`src/logic/lcdhcp_params.svh`:
```
`ifndef LCDHCP_PARAMS_SVH
`define LCDHCP_PARAMS_SVH

// -----------------------------------------------------------------
// Command codes.
// -----------------------------------------------------------------
`define LCDHCP_CMD_CURSOR  8'h21
`define LCDHCP_CMD_OFFSET  8'h22
`define LCDHCP_CMD_POINTER 8'h24

// -----------------------------------------------------------------
// Status bit positions.
// -----------------------------------------------------------------
`define LCDHCP_ST_CMD   0
`define LCDHCP_ST_RW    1
`define LCDHCP_ST_ARD   2
`define LCDHCP_ST_AWR   3
`define LCDHCP_ST_CTRL  5
`define LCDHCP_ST_ERR   6
`define LCDHCP_ST_BLINK 7

// -----------------------------------------------------------------
// Reset values and timing.
// -----------------------------------------------------------------
`define LCDHCP_RST_BYTE 8'h00
`define LCDHCP_RST_PTR  16'h0000
`define LCDHCP_CLK_NS   10
`define LCDHCP_EXEC_NS  40
`define LCDHCP_EXEC_CYC \
    ((`LCDHCP_EXEC_NS + `LCDHCP_CLK_NS - 1) / `LCDHCP_CLK_NS)

`endif

```
`src/logic/lcdhcp_pkg.sv`:
```
`default_nettype none
package lcdhcp_pkg;

    // -------------------------------------------------------------
    // Types.
    // -------------------------------------------------------------
    // Command sequencer states.
    typedef enum logic [1:0] {
        ST_IDLE,
        ST_HOLD,
        ST_EXEC
    } lcdhcp_state_e;

    // Cursor position as loaded by its command.
    typedef struct packed {
        logic [4:0] row;
        logic [6:0] column;
    } lcdhcp_cursor_s;

    // Two most recent parameter bytes.
    typedef struct packed {
        logic [7:0] older;
        logic [7:0] newest;
    } lcdhcp_param_s;

endpackage : lcdhcp_pkg
`default_nettype wire

```
`src/logic/lcdhcp_port.sv`:
```
`include "lcdhcp_params.svh"
`default_nettype none
module lcdhcp_port (
    // Clock and reset.
    input  wire logic                  MCLK,
    input  wire logic                  RST,
    // Host parallel bus, strobes active low.
    input  wire logic                  CE_N,
    input  wire logic                  RD_N,
    input  wire logic                  WR_N,
    input  wire logic                  CD,
    input  wire logic [7:0]            DATA_IN,
    output var  logic [7:0]            DATA_OUT,
    output var  logic                  DATA_OE,
    // Controller condition inputs.
    input  wire logic                  LINE_END,
    input  wire logic                  AUTO_RD,
    input  wire logic                  AUTO_WR,
    input  wire logic                  CTRL_EN,
    input  wire logic                  BLINK_ON,
    input  wire logic                  PEEK_FAIL,
    input  wire logic                  PEEK_START,
    // Character generator address inputs.
    input  wire logic [7:0]            CHAR_CODE,
    input  wire logic [2:0]            LINE_CNT,
    // Loaded registers and command report.
    output var  lcdhcp_pkg::lcdhcp_cursor_s CURSOR,
    output var  logic [4:0]            CG_OFFSET,
    output var  logic [15:0]           ADDR_PTR,
    output var  logic                  PTR_LOAD,
    output var  logic [15:0]           CG_ADDR,
    output var  logic                  CMD_OTHER,
    output var  logic [7:0]            CMD_CODE
);
    import lcdhcp_pkg::*;

    // -------------------------------------------------------------
    // Host strobe decode.
    // -------------------------------------------------------------
    wire logic rd_stat;               // Select high, read low, write high.
    wire logic wr_act;                // Write strobe under chip enable.
    wire logic wr_start;              // First cycle of a write strobe.
    wire logic cmd_wr;                // Command byte event.
    wire logic prm_wr;                // Parameter byte event.
    logic      wr_q;                  // Write strobe one cycle ago.

    assign rd_stat  = ~CE_N & ~RD_N & WR_N & CD;
    assign wr_act   = ~CE_N & ~WR_N & RD_N;
    assign wr_start = wr_act & ~wr_q;
    assign cmd_wr   = wr_start & CD;
    assign prm_wr   = wr_start & ~CD;

    // Edge memory for the write strobe.
    always_ff @(posedge MCLK or posedge RST) begin
        if (RST) begin
            wr_q <= 1'b0;
        end else begin
            wr_q <= wr_act;
        end
    end

    // -------------------------------------------------------------
    // Command sequencer.
    // -------------------------------------------------------------
    lcdhcp_state_e st_q;              // Current state.
    lcdhcp_state_e st_d;              // Next state.
    logic [3:0]    cnt_q;             // Execution cycles left.
    logic [3:0]    cnt_d;             // Next count.
    logic [7:0]    cmd_q;             // Command being run.
    wire logic     idle;              // Ready for a new command.
    wire logic     hold_cmd;          // New command must wait.
    wire logic     apply;             // Last execution cycle.
    wire logic     prm_take;          // Parameter byte accepted.
    wire logic     cmd_take;          // Command byte accepted.

    localparam logic [3:0] EXEC_CYC = 4'(`LCDHCP_EXEC_CYC);

    assign idle     = (st_q == ST_IDLE);
    assign hold_cmd = LINE_END & ~DATA_IN[7];
    assign apply    = (st_q == ST_EXEC) & (cnt_q == 4'h1);
    assign prm_take = prm_wr & (st_q != ST_EXEC);
    // Commands that arrive while one is pending are dropped.
    assign cmd_take = cmd_wr & idle;

    // Next-state logic for the sequencer.
    always_comb begin
        st_d  = st_q;
        cnt_d = cnt_q;
        unique case (st_q)
            // An accepted command either waits or starts.
            ST_IDLE: begin
                if (cmd_take && hold_cmd) begin
                    st_d = ST_HOLD;
                end else if (cmd_take) begin
                    st_d  = ST_EXEC;
                    cnt_d = EXEC_CYC;
                end
            end
            // The held command starts once LINE_END goes low.
            ST_HOLD: begin
                if (!LINE_END) begin
                    st_d  = ST_EXEC;
                    cnt_d = EXEC_CYC;
                end
            end
            // Count down the execution time.
            ST_EXEC: begin
                cnt_d = cnt_q - 4'h1;
                if (apply) begin
                    st_d = ST_IDLE;
                end
            end
        endcase
    end

    // State, count and latched command code.
    always_ff @(posedge MCLK or posedge RST) begin
        if (RST) begin
            st_q  <= ST_IDLE;
            cnt_q <= 4'h0;
            cmd_q <= `LCDHCP_RST_BYTE;
        end else begin
            st_q  <= st_d;
            cnt_q <= cnt_d;
            if (cmd_take) begin
                cmd_q <= DATA_IN;
            end
        end
    end

    // -------------------------------------------------------------
    // Parameter bytes.
    // -------------------------------------------------------------
    // Keeping only two bytes means extra ones simply fall out.
    lcdhcp_param_s prm_q;

    always_ff @(posedge MCLK or posedge RST) begin
        if (RST) begin
            prm_q <= '0;
        end else if (prm_take) begin
            prm_q <= {prm_q.newest, DATA_IN};
        end
    end

    // -------------------------------------------------------------
    // Register-set commands.
    // -------------------------------------------------------------
    wire logic is_cur;                // Cursor command runs.
    wire logic is_off;                // Offset command runs.
    wire logic is_ptr;                // Pointer command runs.

    assign is_cur = apply & (cmd_q == `LCDHCP_CMD_CURSOR);
    assign is_off = apply & (cmd_q == `LCDHCP_CMD_OFFSET);
    assign is_ptr = apply & (cmd_q == `LCDHCP_CMD_POINTER);

    // Cursor is touched by nothing but its own command.
    always_ff @(posedge MCLK or posedge RST) begin
        if (RST) begin
            CURSOR <= '0;
        end else if (is_cur) begin
            CURSOR.column <= prm_q.older[6:0];
            CURSOR.row    <= prm_q.newest[4:0];
        end
    end
    // The second byte of the offset command is not checked.
    always_ff @(posedge MCLK or posedge RST) begin
        if (RST) begin
            CG_OFFSET <= 5'h00;
        end else if (is_off) begin
            CG_OFFSET <= prm_q.older[4:0];
        end
    end
    // Pointer and its load pulse for the memory sequencer.
    always_ff @(posedge MCLK or posedge RST) begin
        if (RST) begin
            ADDR_PTR <= `LCDHCP_RST_PTR;
            PTR_LOAD <= 1'b0;
        end else begin
            PTR_LOAD <= is_ptr;
            if (is_ptr) begin
                ADDR_PTR <= {prm_q.newest, prm_q.older};
            end
        end
    end
    // Other codes are handed on with a one-cycle pulse.
    always_ff @(posedge MCLK or posedge RST) begin
        if (RST) begin
            CMD_OTHER <= 1'b0;
            CMD_CODE  <= `LCDHCP_RST_BYTE;
        end else begin
            CMD_OTHER <= apply & ~is_cur & ~is_off & ~is_ptr;
            if (apply) begin
                CMD_CODE <= cmd_q;
            end
        end
    end
    // Generator address, registered for timing.
    always_ff @(posedge MCLK or posedge RST) begin
        if (RST) begin
            CG_ADDR <= `LCDHCP_RST_PTR;
        end else begin
            CG_ADDR <= {CG_OFFSET, CHAR_CODE, LINE_CNT};
        end
    end

    // -------------------------------------------------------------
    // Status word.
    // -------------------------------------------------------------
    logic       err_q;                // Sticky peek or copy error.
    wire logic  auto_on;              // Either auto mode active.
    wire logic  ready;                // No command pending.
    logic [7:0] status;               // Assembled status word.

    assign auto_on = AUTO_RD | AUTO_WR;
    assign ready   = idle;
    // A failure in the cycle of a new start still sets the flag.
    always_ff @(posedge MCLK or posedge RST) begin
        if (RST) begin
            err_q <= 1'b0;
        end else if (PEEK_FAIL) begin
            err_q <= 1'b1;
        end else if (PEEK_START) begin
            err_q <= 1'b0;
        end
    end

    // Bits 0 and 1 read low in auto mode since they are invalid.
    always_comb begin
        status = 8'h00;
        status[`LCDHCP_ST_CMD]   = ready & ~auto_on;
        status[`LCDHCP_ST_RW]    = ready & ~auto_on;
        status[`LCDHCP_ST_ARD]   = ready & AUTO_RD;
        status[`LCDHCP_ST_AWR]   = ready & AUTO_WR;
        status[`LCDHCP_ST_CTRL]  = CTRL_EN;
        status[`LCDHCP_ST_ERR]   = err_q;
        status[`LCDHCP_ST_BLINK] = BLINK_ON;
    end
    // Data bus driver; the word trails the state by one cycle.
    always_ff @(posedge MCLK or posedge RST) begin
        if (RST) begin
            DATA_OUT <= 8'h00;
            DATA_OE  <= 1'b0;
        end else begin
            DATA_OUT <= status;
            DATA_OE  <= rd_stat;
        end
    end
endmodule : lcdhcp_port
`default_nettype wire

```
`config.mk`:
```
export PLATFORM = sky130hd
export DESIGN_NAME = lcdhcp_port
export DESIGN_NICKNAME = d
export VERILOG_FILES = /design/src/logic/lcdhcp_pkg.sv /design/src/logic/lcdhcp_port.sv
export VERILOG_INCLUDE_DIRS = /design/src /design/src/logic
export SDC_FILE = /design/constraint.sdc
export NUM_CORES = 1
export LEC_CHECK = 0
export ABC_AREA = 1
export BUFFER_PORTS_ARGS = -buffer_cell sky130_fd_sc_hd__buf_2
export CORE_ASPECT_RATIO = 1.5
export CORE_MARGIN = 8
export CORE_UTILIZATION = 56
export DETAILED_ROUTE_END_ITERATION = 10
export GPL_TIMING_DRIVEN = 0
export PLACE_DENSITY_LB_ADDON = 0.25
export SLEW_MARGIN = 20
export SYNTH_ARGS = -nofsm -noshare
export SYNTH_HDL_FRONTEND = slang
export SYNTH_SLANG_ARGS = --single-unit
```
`constraint.sdc`:
```
create_clock -name MCLK -period 7.2 [get_ports MCLK]
set_input_delay 0.36 -clock MCLK [delete_from_list [all_inputs] [get_ports MCLK]]
set_output_delay 0.36 -clock MCLK [all_outputs]
set_load 0.05 [all_outputs]
```
==> flow_metrics.env <==
export IMPL_outcome="finished, final reports clean"
export IMPL_rows=37
export IMPL_fp_dieH_um=117
export IMPL_critPathBufInv=3
export IMPL_synth_top_area_share_pct=64.0
export IMPL_die_area_um2=9800
export IMPL_rsz0062_at_grt="false"
export IMPL_io_pins=100
export IMPL_wl_per_cell_um=14.6
export IMPL_synth_area_leaders="dfrtp_1 64%, nand2_1 9.3%, o21ai_2 5.9%, inv_1 3.8%, o21ai_0 3.1%"
export IMPL_final_layout_size_suffix_gt1_share_pct=34.8
export IMPL_post_cts_resized=0
export IMPL_syn_inst=363
export IMPL_final_cells=555
export IMPL_grtUsageTotal_pct=17.5
export IMPL_setup_viol=0
export IMPL_reg2reg_from="st_q[0]$_DFFE_PP0P_"
export IMPL_timing_rr_end="CURSOR[1]$_DFFE_PP0P_"
export IMPL_ys_warn_count=0
export IMPL_grt_max_degree=53
export IMPL_timing_fmax_ghz=0.613
export IMPL_post_cts_buffers=0
export IMPL_placed_area_um2=4450
export IMPL_overflow=0
export IMPL_postRouteAntennaNets=0
export IMPL_synthTopCellsByCount="98 x dfrtp_1, 95 x nand2_1, 39 x inv_1"
export IMPL_cp_cell_sequence="inv_1 -> ha_1 -> nand3_4 -> inv_4 -> nand2_2 -> buf_6 -> nand2_1 -> o21ai_2"
export IMPL_start_kind="flip-flop"
export IMPL_ctsHoldBuffers=0
export IMPL_synth_most_common_cell="dfrtp_1"
export IMPL_maxCapViolCount=0
export IMPL_cp_depth=8
export IMPL_drt_iter0_drc=124
export IMPL_fin_nets=510
export IMPL_clockBufferDepth=2
export IMPL_cpPeakStageDelay_ns=0.41
export IMPL_core_area_um2=6760
export IMPL_leakage_nw=2.56
export IMPL_cts_tree="done"
export IMPL_grt_pass1_wl_um=13900
export IMPL_power_density_nw_per_um2=324
export IMPL_critical_path_class="reg2reg"
export IMPL_yosys_most_used_dff="dfrtp_1"
export IMPL_worst_r2r_cell_count=8
export IMPL_ys_seq_elements=98
export IMPL_yosysSeqAreaShare_pct=64.0
export IMPL_io_buffers=98
export IMPL_worst_endpoint_arrival_ns=1.87
export IMPL_clk_pin_slew_ns=0.09
export IMPL_worstPathRequired_ns=7.44
export IMPL_synthArstFlopShare_pct=100
export IMPL_htree_levels=3
export IMPL_synth_cell_type_count=28
export IMPL_hold_class="in2async"
export IMPL_cts_buffers=9
export IMPL_vdd_ir_drop_max_mv=0.191
export IMPL_die_x_um=83.5
export IMPL_clk_latency_ns=0.36
export IMPL_hold_viol=0
export IMPL_syn_area_per_cell_um2=10.6
export IMPL_clock_skew_ns=0.00933
export IMPL_grt_pass1_vias=2876
export IMPL_hpwl_um=6280
export IMPL_finalWirelength_um=8120
export IMPL_syn_nets=400
export IMPL_fin_crit_sh_pct=22.7
export IMPL_gp_congestion=0.772
export IMPL_cp_end_kind="flip-flop"
export IMPL_synth_edf_count=0
export IMPL_drt_pass1_iter_count=4
export IMPL_synth_largest_area_cell="dfrtp_1"
export IMPL_vias=2781
export IMPL_num_antenna_cells=0
export IMPL_start_util_pct=56.7
export IMPL_vias_per_cell=5.01
export IMPL_slew_violations=0
export IMPL_crit_family="flip-flops"
export IMPL_fin_crit_ns=1.63
export IMPL_fin_area_um2=4640
export IMPL_drc=0
export IMPL_synth_area_um2=3830
export IMPL_dp_cells=540
export IMPL_clock_sinks=98
export IMPL_worst_path_max_delay_cell="dfrtp_1"
export IMPL_area_growth_pct=21.0
export IMPL_cts_root_buf="clkbuf_8"
export IMPL_r2r_slack_ns=5.57
export IMPL_grt_antenna_before_repair=0
export IMPL_tns_ns=0
export IMPL_path_max_fanout=10
==> power by group <==
group / switching (mW) / leakage [nW] / internal [mW]
clock network: 0.169 / 0.0962 / 0.167
registers: 0.0594 / 1.26 / 0.657
logic: 0.332 / 1.20 / 0.117
total: 0.561 / 2.56 / 0.941
==> layout by cell type, fill, tap and decap left out <==
cell | Yosys | layout
nand3_4 | 1 | 1
buf_6 | 6 | 6
buf_16 | 0 | 1
nor2_1 | 20 | 20
clkbuf_8 | 0 | 10
inv_1 | 39 | 38
ha_1 | 5 | 5
dfrtp_1 | 98 | 98
nor3_1 | 2 | 2
inv_6 | 0 | 1
nor2_2 | 3 | 3
clkbuf_1 | 1 | 3
inv_4 | 1 | 1
nand3_1 | 8 | 8
clkinv_2 | 0 | 2
a21oi_1 | 8 | 8
o21bai_1 | 1 | 1
buf_2 | 3 | 101
clkinv_4 | 1 | 1
o21ai_1 | 4 | 4
o21ai_0 | 24 | 24
buf_4 | 3 | 3
nand4_1 | 3 | 3
nor4_1 | 1 | 1
nor3_4 | 1 | 1
nand3_2 | 2 | 2
nand2_1 | 95 | 95
nand2_2 | 4 | 4
bufinv_16 | 0 | 1
o21bai_2 | 1 | 1
nor3b_2 | 1 | 1
conb_1 | 1 | 1
o21ai_2 | 26 | 26
==> sequential cells by signal (all words and copies together) (netlist names), 2 cells and up <==
register and cells:
ADDR_PTR 16, cmd_q 8, CMD_CODE 8, st_q 2, CG_OFFSET 5, CG_ADDR 16
prm_q 16, cnt_q 4, DATA_OUT 6, CURSOR 12
==> metal layers <==
| metal | wire length [um] | up-vias | track usage (%) | share of wire, % |
|---|---|---|---|---|
| li1 | - | 1360 | - | - |
| met1 | 3140 | 1325 | 19.7 | 39 |
| met2 | 4270 | 85 | 29.6 | 53 |
| met3 | 545 | 11 | 4.78 | 6.7 |
| met4 | 167 | 0 | 8.46 | 2.1 |
| met5 | 0 | - | 0 | 0 |
==> final cells by class <==
| type | count | area, um^2 |
|---|---|---|
| plain buffers | 13 | 109 |
| repair buffers | 99 | 518 |
| well taps | 78 | 97.6 |
| clock inverters | 3 | 40.0 |
| fillers | 560 | 2120 |
| flip-flops and latches | 98 | 2450 |
| inverters | 41 | 166 |
| clock buffers | 12 | 145 |
| multi-input cells | 211 | 1110 |
==> metrics by stage <==
stage	util [%]	worst slack [ns]	power, mW	hold WS (ns)
floorplan	-	4.28	1.06	0.354
finish	68.6	5.57	1.50	0.0141
global placement	65.4	3.35	1.16	0.359
CTS	68.6	5.56	1.52	0.0214
global route	68.6	5.44	1.60	0.0393
detailed placement	65.9	5.58	1.18	0.371
==> worst max path at each step <==
stage                                    from                      end  slack (ns)
after floorplan                           RST  ADDR_PTR[0]$_DFFE_PP0N_        4.28
after global placement                    RST  ADDR_PTR[7]$_DFFE_PP0N_        3.35
after detailed placement  st_q[0]$_DFFE_PP0P_  ADDR_PTR[2]$_DFFE_PP0N_        5.58
after CTS                 st_q[0]$_DFFE_PP0P_    CURSOR[1]$_DFFE_PP0P_        5.56
after global routing      st_q[0]$_DFFE_PP0P_    CURSOR[1]$_DFFE_PP0P_        5.44
final                     st_q[0]$_DFFE_PP0P_    CURSOR[1]$_DFFE_PP0P_        5.57
==> worst reg2reg max path, stage by stage (launching register included) <==
cell	delay, ns
dfrtp_1	0.41
inv_1	0.10
ha_1	0.31
nand3_4	0.17
inv_4	0.13
nand2_2	0.09
buf_6	0.17
nand2_1	0.08
o21ai_2	0.05
==> cell families after synthesis <==
logic type	synth area share, %
and+or+nand+nor	16.1
AOI/OAI and AO/OA	11.1
DFF	64.0
buffers and inverters	7.05
other	0.0978
adders and majority gates	1.63
No activity file was read; power rests on OpenSTA's default activity.
